===== config.mk =====
export PLATFORM = sky130hd
export DESIGN_NAME = ram_monitor
export DESIGN_NICKNAME = d
export VERILOG_FILES = /design/src/common/ram_pkg.sv /design/src/hdl/ram_monitor.sv
export VERILOG_INCLUDE_DIRS = /design/src /design/src/common
export SDC_FILE = /design/constraint.sdc
export NUM_CORES = 1
export LEC_CHECK = 0
export ABC_AREA = 1
export BUFFER_PORTS_ARGS = -buffer_cell sky130_fd_sc_hd__buf_2
export CORE_AREA = 2 2 177 179
export CTS_CLUSTER_SIZE = 30
export DETAILED_ROUTE_END_ITERATION = 7
export DIE_AREA = 0 0 179 181
export PLACE_DENSITY = 0.86
export SYNTH_ARGS = -nofsm -noshare
export SYNTH_HDL_FRONTEND = slang
export SYNTH_SLANG_ARGS = --single-unit

===== constraint.sdc =====
create_clock -name clock_i -period 7.2 [get_ports clock_i]
set_input_delay 1.08 -clock clock_i [delete_from_list [all_inputs] [get_ports clock_i]]
set_output_delay 1.08 -clock clock_i [all_outputs]
set_load 0.01 [all_outputs]

===== src/common/ram_consts.svh =====
`ifndef RAM_CONSTS_SVH
`define RAM_CONSTS_SVH
// Register indexes; byte address is four times the index
`define RAM_OFF_CTRL   10'h001
`define RAM_OFF_ALARM_ONE_IRQ_STATUS   10'h004
`define RAM_OFF_ALARM_TWO_IRQ_STATUS   10'h005
`define RAM_OFF_COUNTER_OVERFLOW_IRQ_STATUS   10'h007
`define RAM_OFF_PATTERN_IRQ_STATUS   10'h00B
`define RAM_OFF_IEN    10'h00C
`define RAM_OFF_RCFG   10'h040
`define RAM_OFF_PAT    10'h041
`define RAM_OFF_RX_ALARM_SIGNAL_CONFIG   10'h045
`define RAM_OFF_LATCH  10'h046
`define RAM_OFF_ALARM_ONE_STATUS   10'h047
`define RAM_OFF_ALARM_THREE_STATUS   10'h049
`define RAM_OFF_BERRL  10'h058
`define RAM_OFF_BERRH  10'h059
`define RAM_OFF_ALARM_EVENT_COUNTER   10'h05A
`define RAM_OFF_TX_ALARM_CONFIG   10'h075
// Field positions
`define RAM_CTRL_T1    7
`define RAM_CTRL_CAS   3
`define RAM_PAT_FRAMED 2
`define RAM_PAT_RUN    3
`define RAM_PAT_PATTERN_RESYNC 4
`define RAM_LAT_ALM    0
`define RAM_LAT_CNT    1
`define RAM_RX_ALARM_SIGNAL_CONFIG_INTEG 0
`define RAM_RX_ALARM_SIGNAL_CONFIG_ALSEL 1
`define RAM_TX_ALARM_CONFIG_AUTO  0
`define RAM_OVF_FAS    0
`define RAM_OVF_SEF    1
`define RAM_OVF_ALIGNMENT_CHANGE   2
`define RAM_OVF_PRBS_ERROR_COUNT_HIGH   3
// Reset values
`define RAM_RST_CTRL   8'h80
// Timing and thresholds
`define RAM_CLK_MHZ    125
`define RAM_ALOS_MS    1
`define RAM_T1_BPS     1544000
`define RAM_E1_BPS     2048000
`define RAM_AIS_T1_BITS 4632
`define RAM_AIS_E1_BITS 13'd512
`define RAM_AIS_T1_MAXZ 3'd4
`define RAM_AIS_E1_MAXZ 3'd2
`define RAM_MAIS_MAXZ  3'd3
`define RAM_LOS_T1     8'd100
`define RAM_LOS_E1     8'd32
`define RAM_PDV_ZEROS  8'd15
`define RAM_DENS_LAST  6'd63
`define RAM_DENS_ONES  4'd8
`define RAM_LOSW_LAST  7'd113
`define RAM_LOSW_ONES  7'd15
`define RAM_INTEG_HALF 3'd5
`define RAM_LOCK_LAST  6'd31
`define RAM_CLK_GAP    8'd64
`endif


===== src/common/ram_pkg.sv =====
`include "ram_consts.svh"
package ram_pkg;
    typedef struct packed {
        logic lclk, data, fas, mf, cas, severe_frame_error, alignment_change, ovh, ts16, mfs;
    } ram_pins_t;
    typedef enum logic [1:0] {PR_IDLE, PR_HUNT, PR_LOCK} ram_prbs_t;
    typedef struct packed {
        ram_pins_t   sync1, sync2, prev;
        logic [7:0]  ctrl, ien, rcfg, pat, rx_alarm_signal_config, latch, tx_alarm_config;
        logic [7:0]  alarm_one_irq_status, alarm_two_irq_status, counter_overflow_irq_status, pattern_irq_status, acc7;
        logic [4:0]  alm_prev;
        logic [7:0]  zrun;
        logic [5:0]  dcnt;
        logic [3:0]  dones;
        logic        dlow, los, losw;
        logic [6:0]  lcnt, lones;
        logic [19:0] acnt;
        logic [7:0]  gap;
        logic [12:0] wcnt;
        logic [2:0]  wz, mz, icnt;
        logic        e1ok, ais, mok, mais, lof_int, half;
        logic [1:0]  reason, sef_c, alignment_change_c;
        logic [20:0] scnt;
        logic [3:0]  fas_c, pz;
        logic [7:0]  alarm_event_counter_v, prbs_error_count_high_hi;
        logic [15:0] prbs_error_count_high, prbs_error_count_high_v;
        ram_prbs_t   pst;
        logic [22:0] lfsr;
        logic [5:0]  match;
        logic [31:0] prdata;
        logic        pready, pslverr, tx_ais, tick;
    } ram_state_t;
endpackage


===== src/hdl/ram_monitor.sv =====
// Design decision made here: the APB interface to the registers.
`timescale 1ns/1ps
`include "ram_consts.svh"
// What this block does
// - Flag density violation on over 15 zeros or ones density below 12.5%
// - Each alarm in the first status register has live status, interrupt enable and interrupt status bits
// - Status clears on read; latch option captures each second at the tick
// - E1 frame loss is OR of FAS, multiframe and CAS losses, readable apart
// - E1 frame loss reports a two-bit reason; T1 frame loss equals FAS loss
// - Frame loss live and interrupt status, enabled by its enable bit unless the alarm latch bit is set
// - Count FAS alignment losses in four bits, flag overflow
// - T1 integration holds frame loss over 2.0 to 2.5 seconds; count unaffected
// - Signal loss after 100 zeros in T1 or 32 in E1, status and interrupt
// - Signal loss clears on 12.5% density over 114 bits from a pulse
// - Automatic option sends alarm indication while signal loss is declared
// - Analog loss follows select bit: loss persisting 1 ms, or clock absent
// - T1 alarm indication: four or fewer zeros in 4632 bits during frame loss
// - E1 alarm indication: two double frames with two or fewer zeros, FAS lost
// - Severe frame error live status and 2-bit count with overflow flag
// - Each alignment change increments a 2-bit count with overflow flag
// - E1 CAS only: multiframe alarm indication on three or fewer TS16 zeros twice
// - Pattern receiver hunts selected PRBS, framed or not, optional zero limit
// - Overhead skipping excludes frame bit or timeslot 0 and CAS timeslot 16
// - Pattern receiver runs and counts errors only while run bit set
// - Pattern_resync write starts the sync search; further writes restart it
// - After sync, count pattern errors; clear on read or second latch, overflow
module ram_monitor
    import ram_pkg::*;
#(
    parameter int T1_BPS      = `RAM_T1_BPS,
    parameter int E1_BPS      = `RAM_E1_BPS,
    parameter int AIS_T1_BITS = `RAM_AIS_T1_BITS,
    parameter int ALOS_CYC    = 1000 * `RAM_CLK_MHZ * `RAM_ALOS_MS
) (
    input  wire logic        clock_i,
    input  wire logic        reset_n_i,
    input  wire logic        psel_i,
    input  wire logic        penable_i,
    input  wire logic        pwrite_i,
    input  wire logic [11:0] paddr_i,
    input  wire logic [31:0] pwdata_i,
    output logic      [31:0] prdata_o,
    output logic             pready_o,
    output logic             pslverr_o,
    input  wire logic        rx_line_clock_i,
    input  wire logic        rx_data_i,
    input  wire logic        fas_alignment_loss_i,
    input  wire logic        multiframe_alignment_loss_i,
    input  wire logic        cas_alignment_loss_i,
    input  wire logic        severe_frame_error_i,
    input  wire logic        alignment_change_i,
    input  wire logic        overhead_bit_i,
    input  wire logic        ts16_bit_i,
    input  wire logic        multiframe_start_i,
    output logic             tx_alarm_indication_o,
    output logic             one_second_tick_o
);

    localparam logic [20:0] T1_HALF = 21'(T1_BPS / 2 - 1);
    localparam logic [20:0] E1_HALF = 21'(E1_BPS / 2 - 1);
    localparam logic [12:0] AIS_T1  = 13'(AIS_T1_BITS);
    localparam logic [19:0] ALOS_C  = 20'(ALOS_CYC);
    localparam ram_state_t  ST_RST  = '{ctrl: `RAM_RST_CTRL, pst: PR_IDLE, default: '0};

    function automatic logic known(input logic [9:0] a);
        case (a)
            `RAM_OFF_CTRL, `RAM_OFF_ALARM_ONE_IRQ_STATUS, `RAM_OFF_ALARM_TWO_IRQ_STATUS, `RAM_OFF_COUNTER_OVERFLOW_IRQ_STATUS, `RAM_OFF_PATTERN_IRQ_STATUS,
            `RAM_OFF_IEN, `RAM_OFF_RCFG, `RAM_OFF_PAT, `RAM_OFF_RX_ALARM_SIGNAL_CONFIG, `RAM_OFF_LATCH,
            `RAM_OFF_ALARM_ONE_STATUS, `RAM_OFF_ALARM_THREE_STATUS, `RAM_OFF_BERRL, `RAM_OFF_BERRH,
            `RAM_OFF_ALARM_EVENT_COUNTER, `RAM_OFF_TX_ALARM_CONFIG: known = 1'b1;
            default: known = 1'b0;
        endcase
    endfunction

    function automatic logic prbs_tap(input logic [22:0] r, input logic [1:0] sel);
        case (sel)
            2'd0: prbs_tap = r[10] ^ r[8];
            2'd1: prbs_tap = r[14] ^ r[13];
            2'd2: prbs_tap = r[19] ^ r[2];
            default: prbs_tap = r[22] ^ r[17];
        endcase
    endfunction

    ram_state_t s;
    ram_state_t n;
    ram_pins_t  pins_in;

    assign pins_in = '{lclk: rx_line_clock_i, data: rx_data_i,
                       fas: fas_alignment_loss_i, mf: multiframe_alignment_loss_i,
                       cas: cas_alignment_loss_i, severe_frame_error: severe_frame_error_i,
                       alignment_change: alignment_change_i, ovh: overhead_bit_i,
                       ts16: ts16_bit_i, mfs: multiframe_start_i};

    ////////////////////////////////////////////////////////////////////////////////
    always_comb begin
        logic        bit_en, d, t1, cas, acc, wr, rdx, setup, half_tick, sec_tick;
        logic        lof_raw, lof_live, alos, skip, expb, mism, zok;
        logic        fas_inc, sef_inc, alignment_change_inc, err, lat_a, lat_c, clr_a, clr_b;
        logic [9:0]  idx;
        logic [7:0]  los_thr, rdat;
        logic [4:0]  live, ev;
        logic [12:0] wlen;
        logic [2:0]  wz;
        logic [3:0]  fas_b;
        logic [1:0]  sef_b, alignment_change_b;
        logic [15:0] prbs_error_count_high_b;
        n = s;
        rdat = 8'h00;
        zok = 1'b0;
        idx = paddr_i[11:2];
        setup = psel_i & ~penable_i;
        acc = psel_i & penable_i & s.pready;
        wr = acc & pwrite_i;
        rdx = acc & ~pwrite_i & ~s.pslverr;
        lat_a = s.latch[`RAM_LAT_ALM];
        lat_c = s.latch[`RAM_LAT_CNT];

        // Line pins: two-flop synchronisers, then edge detect on the second stage
        n.sync1 = pins_in;
        n.sync2 = s.sync1;
        n.prev = s.sync2;
        bit_en = s.sync2.lclk & ~s.prev.lclk;
        d = s.sync2.data;
        t1 = s.ctrl[`RAM_CTRL_T1];
        cas = ~t1 & s.ctrl[`RAM_CTRL_CAS];

        // One-second tick from half-second line-bit counts
        half_tick = 1'b0;
        if (bit_en) begin
            if (s.scnt >= (t1 ? T1_HALF : E1_HALF)) begin
                n.scnt = '0;
                half_tick = 1'b1;
                n.half = ~s.half;
            end else begin
                n.scnt = s.scnt + 21'd1;
            end
        end
        sec_tick = half_tick & s.half;
        n.tick = sec_tick;

        // Zero run
        if (bit_en) begin
            n.zrun = d ? 8'd0 : (&s.zrun ? s.zrun : s.zrun + 8'd1);
        end

        // Density violation: long zero run or under 8 ones in 64 bits
        if (bit_en) begin
            n.dcnt = s.dcnt + 6'd1;
            if (d && s.dones != `RAM_DENS_ONES) begin
                n.dones = s.dones + 4'd1;
            end
            if (s.dcnt == `RAM_DENS_LAST) begin
                n.dlow = (n.dones < `RAM_DENS_ONES);
                n.dones = 4'd0;
            end
        end

        // Signal loss set and clear window
        los_thr = t1 ? `RAM_LOS_T1 : `RAM_LOS_E1;
        if (bit_en && s.los) begin
            if (!s.losw && d) begin
                n.losw = 1'b1;
                n.lcnt = 7'd1;
                n.lones = 7'd1;
            end else if (s.losw) begin
                n.lcnt = s.lcnt + 7'd1;
                n.lones = s.lones + {6'd0, d};
                if (s.lcnt == `RAM_LOSW_LAST) begin
                    n.losw = 1'b0;
                    n.los = (n.lones < `RAM_LOSW_ONES);
                end
            end
        end
        if (bit_en && !d && s.zrun == los_thr - 8'd1) begin
            n.los = 1'b1;
            n.losw = 1'b0;
        end
        n.tx_ais = s.tx_alarm_config[`RAM_TX_ALARM_CONFIG_AUTO] & s.los;

        // Analog loss: signal-loss persistence or missing line clock
        n.acnt = !s.los ? 20'd0 : (s.acnt == ALOS_C ? s.acnt : s.acnt + 20'd1);
        n.gap = bit_en ? 8'd0 : (s.gap == `RAM_CLK_GAP ? s.gap : s.gap + 8'd1);
        alos = s.rx_alarm_signal_config[`RAM_RX_ALARM_SIGNAL_CONFIG_ALSEL] ? (s.gap == `RAM_CLK_GAP)
                                       : (s.acnt == ALOS_C);

        // Frame loss, reason and integration
        lof_raw = t1 ? s.sync2.fas : (s.sync2.fas | s.sync2.mf | s.sync2.cas);
        if (!t1 && lof_raw && !(s.prev.fas | s.prev.mf | s.prev.cas)) begin
            n.reason = s.sync2.fas ? 2'd1 : (s.sync2.mf ? 2'd2 : 2'd3);
        end
        if (!(t1 && s.rx_alarm_signal_config[`RAM_RX_ALARM_SIGNAL_CONFIG_INTEG]) || lof_raw == s.lof_int) begin
            n.lof_int = lof_raw;
            n.icnt = 3'd0;
        end else if (half_tick) begin
            n.icnt = s.icnt + 3'd1;
            if (s.icnt == `RAM_INTEG_HALF - 3'd1) begin
                n.lof_int = lof_raw;
                n.icnt = 3'd0;
            end
        end
        lof_live = s.lof_int;

        // Alarm indication windows
        wlen = t1 ? AIS_T1 : `RAM_AIS_E1_BITS;
        wz = (!d && s.wz != 3'd7) ? s.wz + 3'd1 : s.wz;
        if (bit_en) begin
            n.wcnt = s.wcnt + 13'd1;
            n.wz = wz;
            if (s.wcnt >= wlen - 13'd1) begin
                n.wcnt = 13'd0;
                n.wz = 3'd0;
                zok = wz <= (t1 ? `RAM_AIS_T1_MAXZ : `RAM_AIS_E1_MAXZ);
                n.e1ok = zok;
                n.ais = t1 ? (zok & lof_live)
                           : (zok & s.e1ok & s.sync2.fas);
            end
        end

        // Multiframe alarm indication on timeslot 16
        if (bit_en) begin
            if (s.sync2.mfs) begin
                zok = s.mz <= `RAM_MAIS_MAXZ;
                n.mok = zok;
                n.mais = cas & zok & s.mok;
                n.mz = 3'd0;
            end else if (s.sync2.ts16 && !d && s.mz != 3'd7) begin
                n.mz = s.mz + 3'd1;
            end
        end
        if (!cas) begin
            n.mais = 1'b0;
        end

        // Live alarms, events and the first interrupt status
        live = {s.ais, alos, s.los, lof_live, (s.zrun > `RAM_PDV_ZEROS) | s.dlow};
        n.alm_prev = live;
        ev = live & ~s.alm_prev;
        if (lat_a) begin
            n.acc7 = s.acc7 | {3'd0, ev};
            if (sec_tick) begin
                n.alarm_one_irq_status = s.acc7 | {3'd0, ev};
                n.acc7 = 8'h00;
            end
        end else begin
            n.acc7 = 8'h00;
            n.alarm_one_irq_status = (s.alarm_one_irq_status & ~((rdx && idx == `RAM_OFF_ALARM_ONE_IRQ_STATUS) ? s.prdata[7:0] : 8'h00))
                   | ({3'd0, ev} & s.ien);
        end
        n.alarm_two_irq_status = (s.alarm_two_irq_status & ~((rdx && idx == `RAM_OFF_ALARM_TWO_IRQ_STATUS) ? s.prdata[7:0] : 8'h00))
               | {7'd0, sec_tick};

        // Alarm event counter
        fas_inc = s.sync2.fas & ~s.prev.fas;
        sef_inc = s.sync2.severe_frame_error & ~s.prev.severe_frame_error;
        alignment_change_inc = s.sync2.alignment_change & ~s.prev.alignment_change;
        clr_a = ~lat_c & rdx & (idx == `RAM_OFF_ALARM_EVENT_COUNTER);
        fas_b = clr_a ? s.fas_c - s.prdata[3:0] : (lat_c & sec_tick ? 4'd0 : s.fas_c);
        sef_b = clr_a ? s.sef_c - s.prdata[5:4] : (lat_c & sec_tick ? 2'd0 : s.sef_c);
        alignment_change_b = clr_a ? s.alignment_change_c - s.prdata[7:6] : (lat_c & sec_tick ? 2'd0 : s.alignment_change_c);
        if (lat_c && sec_tick) begin
            n.alarm_event_counter_v = {s.alignment_change_c, s.sef_c, s.fas_c};
        end
        n.fas_c = fas_b + {3'd0, fas_inc};
        n.sef_c = sef_b + {1'd0, sef_inc};
        n.alignment_change_c = alignment_change_b + {1'd0, alignment_change_inc};

        // Pattern receiver
        skip = s.pat[`RAM_PAT_FRAMED] & (s.sync2.ovh | (cas & s.sync2.ts16));
        expb = prbs_tap(s.lfsr, s.pat[1:0]);
        if (s.pat[7:5] != 3'd0 && s.pz >= {1'b0, s.pat[7:5]}) begin
            expb = 1'b1;
        end
        mism = d ^ expb;
        err = 1'b0;
        case (s.pst)
            PR_IDLE: begin
            end
            PR_HUNT, PR_LOCK: begin
                if (bit_en && !skip) begin
                    n.lfsr = {s.lfsr[21:0], d};
                    n.pz = d ? 4'd0 : (&s.pz ? s.pz : s.pz + 4'd1);
                    if (s.pst == PR_HUNT) begin
                        n.match = mism ? 6'd0 : s.match + 6'd1;
                        if (!mism && s.match == `RAM_LOCK_LAST) begin
                            n.pst = PR_LOCK;
                        end
                    end else begin
                        err = mism;
                    end
                end
            end
            default: n.pst = PR_IDLE;
        endcase
        if (!s.pat[`RAM_PAT_RUN]) begin
            n.pst = PR_IDLE;
        end
        if (wr && idx == `RAM_OFF_PAT && pwdata_i[`RAM_PAT_PATTERN_RESYNC] && pwdata_i[`RAM_PAT_RUN]) begin
            n.pst = PR_HUNT;
            n.match = 6'd0;
            n.pz = 4'd0;
        end
        n.pattern_irq_status = (s.pattern_irq_status & ~((rdx && idx == `RAM_OFF_PATTERN_IRQ_STATUS) ? s.prdata[7:0] : 8'h00))
               | {7'd0, n.pst == PR_LOCK && s.pst == PR_HUNT};

        // Pattern error counter
        clr_b = ~lat_c & rdx & (idx == `RAM_OFF_BERRL);
        prbs_error_count_high_b = clr_b ? s.prbs_error_count_high - {s.prbs_error_count_high_hi, s.prdata[7:0]}
                       : (lat_c & sec_tick ? 16'd0 : s.prbs_error_count_high);
        if (lat_c && sec_tick) begin
            n.prbs_error_count_high_v = s.prbs_error_count_high;
        end
        n.prbs_error_count_high = prbs_error_count_high_b + {15'd0, err};

        n.counter_overflow_irq_status = (s.counter_overflow_irq_status & ~((rdx && idx == `RAM_OFF_COUNTER_OVERFLOW_IRQ_STATUS) ? s.prdata[7:0] : 8'h00))
               | {4'd0, err & (&prbs_error_count_high_b), alignment_change_inc & (&alignment_change_b),
                  sef_inc & (&sef_b), fas_inc & (&fas_b)};

        // APB register file
        if (wr) begin
            case (idx)
                `RAM_OFF_CTRL:  n.ctrl = pwdata_i[7:0];
                `RAM_OFF_IEN:   n.ien = pwdata_i[7:0];
                `RAM_OFF_RCFG:  n.rcfg = pwdata_i[7:0];
                `RAM_OFF_PAT:   n.pat = pwdata_i[7:0] & ~(8'h01 << `RAM_PAT_PATTERN_RESYNC);
                `RAM_OFF_RX_ALARM_SIGNAL_CONFIG:  n.rx_alarm_signal_config = pwdata_i[7:0];
                `RAM_OFF_LATCH: n.latch = pwdata_i[7:0];
                `RAM_OFF_TX_ALARM_CONFIG:  n.tx_alarm_config = pwdata_i[7:0];
                default: begin
                end
            endcase
        end
        case (idx)
            `RAM_OFF_CTRL:  rdat = s.ctrl;
            `RAM_OFF_ALARM_ONE_IRQ_STATUS:  rdat = s.alarm_one_irq_status;
            `RAM_OFF_ALARM_TWO_IRQ_STATUS:  rdat = s.alarm_two_irq_status;
            `RAM_OFF_COUNTER_OVERFLOW_IRQ_STATUS:  rdat = s.counter_overflow_irq_status;
            `RAM_OFF_PATTERN_IRQ_STATUS:  rdat = s.pattern_irq_status;
            `RAM_OFF_IEN:   rdat = s.ien;
            `RAM_OFF_RCFG:  rdat = s.rcfg;
            `RAM_OFF_PAT:   rdat = s.pat;
            `RAM_OFF_RX_ALARM_SIGNAL_CONFIG:  rdat = s.rx_alarm_signal_config;
            `RAM_OFF_LATCH: rdat = s.latch;
            `RAM_OFF_ALARM_ONE_STATUS:  rdat = {3'd0, live};
            `RAM_OFF_ALARM_THREE_STATUS:  rdat = {1'b0, s.mais, s.sync2.severe_frame_error, s.reason,
                                    s.sync2.cas, s.sync2.mf, s.sync2.fas};
            `RAM_OFF_BERRL: rdat = lat_c ? s.prbs_error_count_high_v[7:0] : s.prbs_error_count_high[7:0];
            `RAM_OFF_BERRH: rdat = lat_c ? s.prbs_error_count_high_v[15:8] : s.prbs_error_count_high_hi;
            `RAM_OFF_ALARM_EVENT_COUNTER:  rdat = lat_c ? s.alarm_event_counter_v : {s.alignment_change_c, s.sef_c, s.fas_c};
            `RAM_OFF_TX_ALARM_CONFIG:  rdat = s.tx_alarm_config;
            default:        rdat = 8'h00;
        endcase
        n.pready = setup;
        n.pslverr = setup & ~known(idx);
        if (setup) begin
            n.prdata = {24'd0, rdat};
            if (idx == `RAM_OFF_BERRL && !pwrite_i) begin
                n.prbs_error_count_high_hi = s.prbs_error_count_high[15:8];
            end
        end
    end

    ////////////////////////////////////////////////////////////////////////////////
    always_ff @(posedge clock_i or negedge reset_n_i) begin
        if (!reset_n_i) begin
            s <= ST_RST;
        end else begin
            s <= n;
        end
    end

    assign prdata_o = s.prdata;
    assign pready_o = s.pready;
    assign pslverr_o = s.pslverr;
    assign tx_alarm_indication_o = s.tx_ais;
    assign one_second_tick_o = s.tick;

endmodule


# == Word-level counts from Yosys, hierarchy flattened ==
# Cells that the tools add are included.
# word_totals
register_bits,343
latchBits,0
ram_bits,0
romBits,0
output_inout_bits,36
word_cells,372
n_memories,0
# op_classes
add_sub_neg,24
n_mul,0
n_div,0
n_lt_le_gt_ge,8
n_eq_ne,40
shifts,0
n_mux,81
bitwise,67
n_reduce_logical,75
# op_table
cell,count
8-bit case mux with 16 select lines,1
8-bit two-way mux,15
"10-bit by 7-bit equality test with 1-bit output, second input constant",10
16-bit two-way mux,5
20-bit two-way mux,2
2-bit AND reduction,20
4-bit two-way mux,9
8-bit AND,4
8-bit inverter,4
31-bit two-way mux,1
"10-bit by 3-bit equality test with 1-bit output, second input constant",3
1-bit AND,29
1-bit logical AND,24
6-bit two-way mux,4
2-bit two-way mux,11
"21-bit by 1-bit adder with 21-bit output, second input constant",1
21-bit by 20-bit greater-or-equal comparator with 1-bit output,1
21-bit two-way mux,1
3-bit two-way mux,7
"20-bit by 1-bit adder with 20-bit output, second input constant",1
"10-bit by 4-bit equality test with 1-bit output, second input constant",2
"20-bit by 17-bit equality test with 1-bit output, second input constant",1
2-bit nonzero test,10
19-bit two-way mux,1
64 further kinds,128

# == Longest topological paths before layout ==
# Gate-level depths: netlist (run 1).
# depth
ltp_word,15
depth_mapped,20

# == Worst setup path before layout (run 1) ==
# OpenSTA, ideal clock, no wires.
# synth_path
path_kind,input port to flip-flop
start,input paddr_i[8]
end,register s[97] in the netlist's numbering
setup_ps,117
t_arrival_ps,2897
required_time_ps,7083
slack_ps,4186
cell_stages,15
n_path_buf,0
path_cell_list,inv_1 > nor2_1 > nand2_1 > nor2_2 > and3_1 > nand2_2 > or2_2 > nand2_1 > ha_1 > ha_1 > nand3_2 > nor2_2 > nand3_1 > nand2_1 > nand2_1
# synth_rtl
element,line,source
"start, declared",ram_monitor.sv:40,"input wire logic [11:0] paddr_i,"
"end signal, assigned",ram_monitor.sv:367,s <= n;
"end, declared",ram_monitor.sv:84,ram_state_t s;

==> qor.yml, run 1 <==
clocking:
  htreeDepth: 2
  path_clk_slew_ns: 0.06
  postCtsSetupBuffers: 0
  cts_tree: "done"
  clock-sinks: 340
  insertion_delay_ns: 0.53
  cts_resized: 0
  cts-root-buf: "clkbuf_16"
  cts_hold_buf: 0
  clockBufferDepth: 3
  numCtsBuffers: 37
setup_path:
  cp_slowest_stage_delay_ns: 0.75
  end_kind: "flop"
  path_delay_family: "simple AND/OR/NAND/NOR gates"
  crit_top_cell: "nand2_1"
  path_class: "reg -> reg"
  cp_num_buf_inv: 3
  reg2reg_depth: 17
  worstPathArrival_ns: 4.74
  slowest_stage: "dfstp_2"
  start_kind: "flop"
  crit_fanout: 27
  cp_num_cells: 17
  required_ns: 7.61
  worstPathCellList: "inv_1 > nand2_1 > nor2_1 > o21ai_0 > nand2_1 > inv_1 > nand2_1 > inv_1 > nand2_1 > nor2_1 > ha_1 > ha_1 > nand3_2 > nor2_2 > nand3_1 > nand2_1 > nand2_1"
die:
  io_pins: 95
  initial_utilization_pct: 59.52
  rows: 64
  die_y_um: 181
  dieArea_sq_mm: 0.03240
  coreArea_sq_mm: 0.03035
  die_w_um: 179
synthesis:
  syn_area_sq_mm: 0.01806
  syn_area_per_cell_sq_um: 8.148
  yosys_warnings: 0
  synthFlopType: "dfrtp_1"
  ys_ff_latch: 340
  synth_edf_count: 0
  netlist_instances: 2217
  ys_seq_area_share_pct: 47.10
  synthArstFlopShare_pct: 100.0
  yosysUniqueCellTypes: 62
timing:
  hold_viol: 0
  maxSlewHeadroom_pct: 19.63
  report.final.slew_viol_count: 0
  hold_slack_ns: 0.3470
  finalCritPeriodShare_pct: 60.13
  setup_viol: 0
  totalNegativeSetupSlack_ns: 0
  period_minus_slack_ns: 4.329
  tightest_slew_ns: 1.201
  rsz0062_at_grt: "no"
  finClkSkew_ns: 0.01477
  max_freq_mhz: 231.0
worst_hold_path:
  hold_path_depth: 0
  hold_path_class: "reg -> reg"
cells_and_area:
  antenna_cells: 0
  fin_util_pct: 65.09
  syn2layout_area_growth_pct: 9.350
  final_nets: 2389
  drive_gt1_share_pct: 7.531
grt:
  grt_max_degree: 126
  antenna_found_initial: 0
  gr-total-overflow: 0
  grt_util_all_layers_pct: 29.17
  grt_pass1_vias: 14830
  grt_pass1_wl_um: 75200
place:
  dp_hpwl_um: 33400
  gp_congestion: 0.9587
  io_buffers: 44
routing:
  dr.pass1.iters: 6
  vias: 15460
  final_antenna_net_count: 0
  wirelength_um: 46300
  wire_per_inst_um: 17.28
  drc_errors: 0
  routed_via_density: 5.767
  drtIter0Drc: 1640
pwr:
  p_total_mw: 4.669
  pwr_density_cell_mw_per_mm2: 236.3
  leakage_nw: 9.769
  vdd_drop_max_mv: 0.2062
job:
  cap_violations: 0
outcome:
  status: "finished, final reports clean"
==> area by class of cell <==
| type | count | area, sq um |
|---|---|---|
| tap | 396 | 495.5 |
| inverter | 305 | 1150 |
| timing repair buffer | 50 | 287.8 |
| fill | 2424 | 10600 |
| clock inverter | 13 | 132.6 |
| multi-input combinational | 1524 | 8087 |
| clock buffer | 52 | 1092 |
| sequential | 340 | 8509 |
==> power by group <==
group / internal (mW) / switching [mW]
clock network: 1.13 / 0.772
registers: 2.06 / 0.135
logic: 0.206 / 0.369
==> registers in the layout, summed over array words and instances (netlist names) <==
name / flops
prdata_o: 8
tx_alarm_indication_o: 1
n: 23
pready_o: 1
pslverr_o: 1
s: 305
one_second_tick_o: 1
==> per-stage QoR <==
stage,instances,instance area (sq um),setup WS (ns)
4_1_cts,2680,19750,2.932
2_1_floorplan,2240,18150,4.186
6_report,2680,19750,2.871
5_1_grt,2680,19750,2.379
3_3_place_gp,2615,18530,3.075
3_5_place_dp,2615,18530,2.973
==> cells in the mapped netlist, types with 12 or more instances <==
master    number  area (sq um)
xor2_1        32         280.3
nand4_1       42         262.8
o22ai_1       22         137.6
dfrtp_1      339          8483
xnor2_1       15         131.4
buf_4         32         240.2
ha_1          70         875.8
clkbuf_1      27         101.4
a21oi_1       88         440.4
inv_1        293          1100
o21ai_0      215          1076
a221oi_1      18         157.7
nor4_1        12         75.07
nand3_1       99         495.5
nand2_1      511          1918
nor2_1       183         686.9
nor3_1        46         230.2
==> path summary, 6_finish.rpt <==
kind | end | startpoint | slack (ns)
worst max register to register | s[97]$_DFF_PN0_ | s[341]$_DFFE_PN1P_ | 2.87
worst max-delay path | s[97]$_DFF_PN0_ | s[341]$_DFFE_PN1P_ | 2.87
worst min register to register | n[345]$_DFF_PN0_ | n[355]$_DFF_PN0_ | 0.35
min in group asynchronous | s[142]$_DFFE_PN0P_ | reset_n_i | 0.54
worst min-delay path | n[345]$_DFF_PN0_ | n[355]$_DFF_PN0_ | 0.35
max in group asynchronous | pready_o$_DFF_PN0_ | reset_n_i | 5.30
==> layout by cell type, fill, tap and decap left out, types with 11 or more instances in the layout <==
| cell type | instances |
|---|---|
| nor2_2 | 11 |
| dfrtp_1 | 339 |
| buf_2 | 43 |
| conb_1 | 24 |
| a21oi_1 | 88 |
| a31oi_1 | 11 |
| o21ai_0 | 215 |
| xnor2_1 | 15 |
| inv_1 | 293 |
| nor4_1 | 12 |
| nand4_1 | 42 |
| nand2_1 | 511 |
| clkbuf_16 | 37 |
| nand3_1 | 99 |
| nor2_1 | 183 |
| o22ai_1 | 22 |
| ha_1 | 70 |
| nor3_1 | 46 |
| xor2_1 | 32 |
| clkbuf_8 | 11 |
| a221oi_1 | 18 |
==> cells by family (layout without fill, tap and decap cells) <==
family | Yosys count | after routing | share of synthesized area (%)
and+or+nand+nor | 950 | 950 | 22.89
muxes | 17 | 17 | 0.9974
buffers and inverters | 376 | 420 | 8.609
DFF | 340 | 340 | 47.10
other | 1 | 24 | 0.02076
AOI/OAI and AO/OA | 414 | 414 | 13.03
adders and majority gates | 72 | 72 | 5.070
xor gates and xnor gates | 47 | 47 | 2.279
==> layer usage <==
| layer | up-vias | track usage (%) | share of wire, % |
|---|---|---|---|
| met4 | 0 | 10.18 | 3.3 |
| met3 | 115 | 5.198 | 7.4 |
| li1 | 7318 | - | - |
| met5 | - | 0 | 0 |
| met1 | 7432 | 41.26 | 43 |
| met2 | 590 | 45.34 | 46 |
No activity file was read; power rests on OpenSTA's default activity.
==> inputs of run 2 (changes only) <==
==> constraint.sdc (replaced) <==
create_clock -name clock_i -period 4.39 [get_ports clock_i]
set_input_delay 0.6585 -clock clock_i [delete_from_list [all_inputs] [get_ports clock_i]]
set_output_delay 0.6585 -clock clock_i [all_outputs]
set_load 0.01 [all_outputs]
==> qor.yml, run 2 (synthesized netlist as in run 1, its figures left out) <==
place:
  post-place-ws_ns: 0.9612
  io_buffers: 44
  dp_hpwl_um: 34180
  placed_cell_area_sq_mm: 0.01864
  gp_congestion: 0.9457
outcome:
  status: "finished, final reports clean"
job:
  cap_violations: 0
clocking:
  cts_tree: "done"
  insertion_delay_ns: 0.53
  htreeDepth: 2
  cts_resized: 0
  cts_hold_buf: 0
  clockBufferDepth: 3
  postCtsSetupBuffers: 0
  clock-sinks: 340
  cts-root-buf: "clkbuf_16"
  numCtsBuffers: 38
  path_clk_slew_ns: 0.06
cells_and_area:
  final_nets: 2402
  fill_cells: 2437
  largest-register: "s"
  layout_common_cells: "nand2_1, dfrtp_1, inv_1"
  largest_reg_flops: 305
  antenna_cells: 0
  design_area_sq_mm: 0.01986
  final_common_cell: "nand2_1"
  fin_util_pct: 65.44
  syn2layout_area_growth_pct: 9.939
  drive_gt1_share_pct: 7.716
timing:
  tightest_slew_ns: 0.9438
  layout_setup_ws_ns: 0.8998
  max_freq_mhz: 286.5
  totalNegativeSetupSlack_ns: 0
  hold_slack_ns: 0.1377
  setup_viol: 0
  finClkSkew_ns: 0.02166
  report.final.slew_viol_count: 0
  hold_viol: 0
  rsz0062_at_grt: "no"
  period_minus_slack_ns: 3.490
  maxSlewHeadroom_pct: 36.60
  finalCritPeriodShare_pct: 79.50
routing:
  wirelength_um: 46860
  dr.pass1.iters: 5
  drtIter0Drc: 1524
  drc_errors: 0
  routed_via_density: 5.843
  wire_per_inst_um: 17.42
  vias: 15720
  final_antenna_net_count: 0
pwr:
  vdd_drop_max_mv: 0.3710
  pwr-share-seq_pct: 46.8
  leakage_nw: 9.821
  pwr-share-clk_pct: 40.9
  internal-power_mw: 5.602
  p_sw_share_pct: 26.88
  pwr_density_cell_mw_per_mm2: 385.8
  power_switching_mw: 2.060
  combPwrFrac_pct: 12.3
die:
  rows: 64
  die_w_um: 179
  die_y_um: 181
  dieArea_sq_mm: 0.03240
  initial_utilization_pct: 59.52
  coreArea_sq_mm: 0.03035
  io_pins: 95
setup_path:
  required_ns: 4.78
  crit_fanout: 38
  end_kind: "flop"
  start_kind: "flop"
  cp_slowest_stage_delay_ns: 0.74
  slowest_stage: "dfstp_2"
  path_class: "reg -> reg"
  worstPathCellList: "inv_1 > ha_1 > nand2_1 > nor2_1 > nand2_1 > nor2_1 > a21oi_1 > nand2_1 > nand4_1 > buf_12 > nand3_1 > o21ai_0 > ha_1 > ha_1 > xor2_1"
  worstPathArrival_ns: 3.88
grt:
  grt_pass1_wl_um: 76670
  gr-total-overflow: 0
  grt_max_degree: 94
  grt_util_all_layers_pct: 29.67
  antenna_found_initial: 0
  grt_pass1_vias: 15130
worst_hold_path:
  hold_path_class: "in -> async"
## run 2: changes by cell type in the layout (fill, tap and decap cells not counted)
cell / change
buf_12: +2
buf_4: +10
bufinv_16: +1
clkbuf_1: +5
clkbuf_16: +2
clkbuf_8: -6
clkinv_2: -3
clkinv_4: -2
clkinvlp_4: +1
## run 2: power by group through the flow
stage | clock network (mW) | registers (mW) | logic (mW)
floorplan | 0 | 3.57 | 0.671
global placement | 0 | 3.61 | 0.866
detailed placement | 0 | 3.63 | 0.934
CTS | 3.17 | 3.58 | 0.947
global route | 3.31 | 3.61 | 1.10
finish | 3.14 | 3.58 | 0.942
## run 2: worst max-delay path, delay by kind of cell (launching register included)
| family | cells | cell delay (ns) |
|---|---|---|
| fa+ha+maj | 3 | 0.74 |
| simple gates | 7 | 0.99 |
| flops | 1 | 0.74 |
| xor+xnor | 1 | 0.15 |
| buf+inv | 2 | 0.51 |
| compound gates | 2 | 0.20 |
## run 2: area by class of cell
class / instances / area (sq um) / area share [%]
Sequential cell: 340 / 8509 / 42.85
Timing Repair Buffer: 62 / 402.9 / 2.029
Inverter: 305 / 1150 / 5.790
Clock buffer: 53 / 1079 / 5.431
Clock inverter: 10 / 137.6 / 0.6930
Multi-Input combinational cell: 1524 / 8087 / 40.72
Tap cell: 396 / 495.5 / 2.495
## run 2: per-layer routing
layer | up-vias | track usage, % | part of all wire (%)
li1 | 7365 | - | -
met4 | 0 | 8.943 | 3.1
met2 | 695 | 48.05 | 47
met5 | - | 0 | 0
met1 | 7538 | 40.44 | 41
met3 | 120 | 5.871 | 8.9
## run 2: final timing paths
path,start,end,slack (ns),cells past startpoint
worst max-delay path,s[341]$_DFFE_PN1P_,s[121]$_DFF_PN0_,0.90,15
worst min-delay path,reset_n_i,s[140]$_DFFE_PN0P_,0.14,1
worst max register to register,s[341]$_DFFE_PN1P_,s[121]$_DFF_PN0_,0.90,15
worst min register to register,n[359]$_DFF_PN0_,n[349]$_DFF_PN0_,0.34,0
max in group asynchronous,reset_n_i,s[256]$_DFF_PN0_,3.22,2
min in group clock_i,rx_data_i,n[360]$_DFF_PN0_,0.23,1
## run 2: metrics by stage
| stage | power, mW | instances |
|---|---|---|
| 5_1_grt | 8.014 | 2690 |
| 3_3_place_gp | 4.480 | 2627 |
| 3_5_place_dp | 4.563 | 2627 |
| 6_report | 7.662 | 2690 |
| 4_1_cts | 7.696 | 2690 |
| 2_1_floorplan | 4.242 | 2240 |
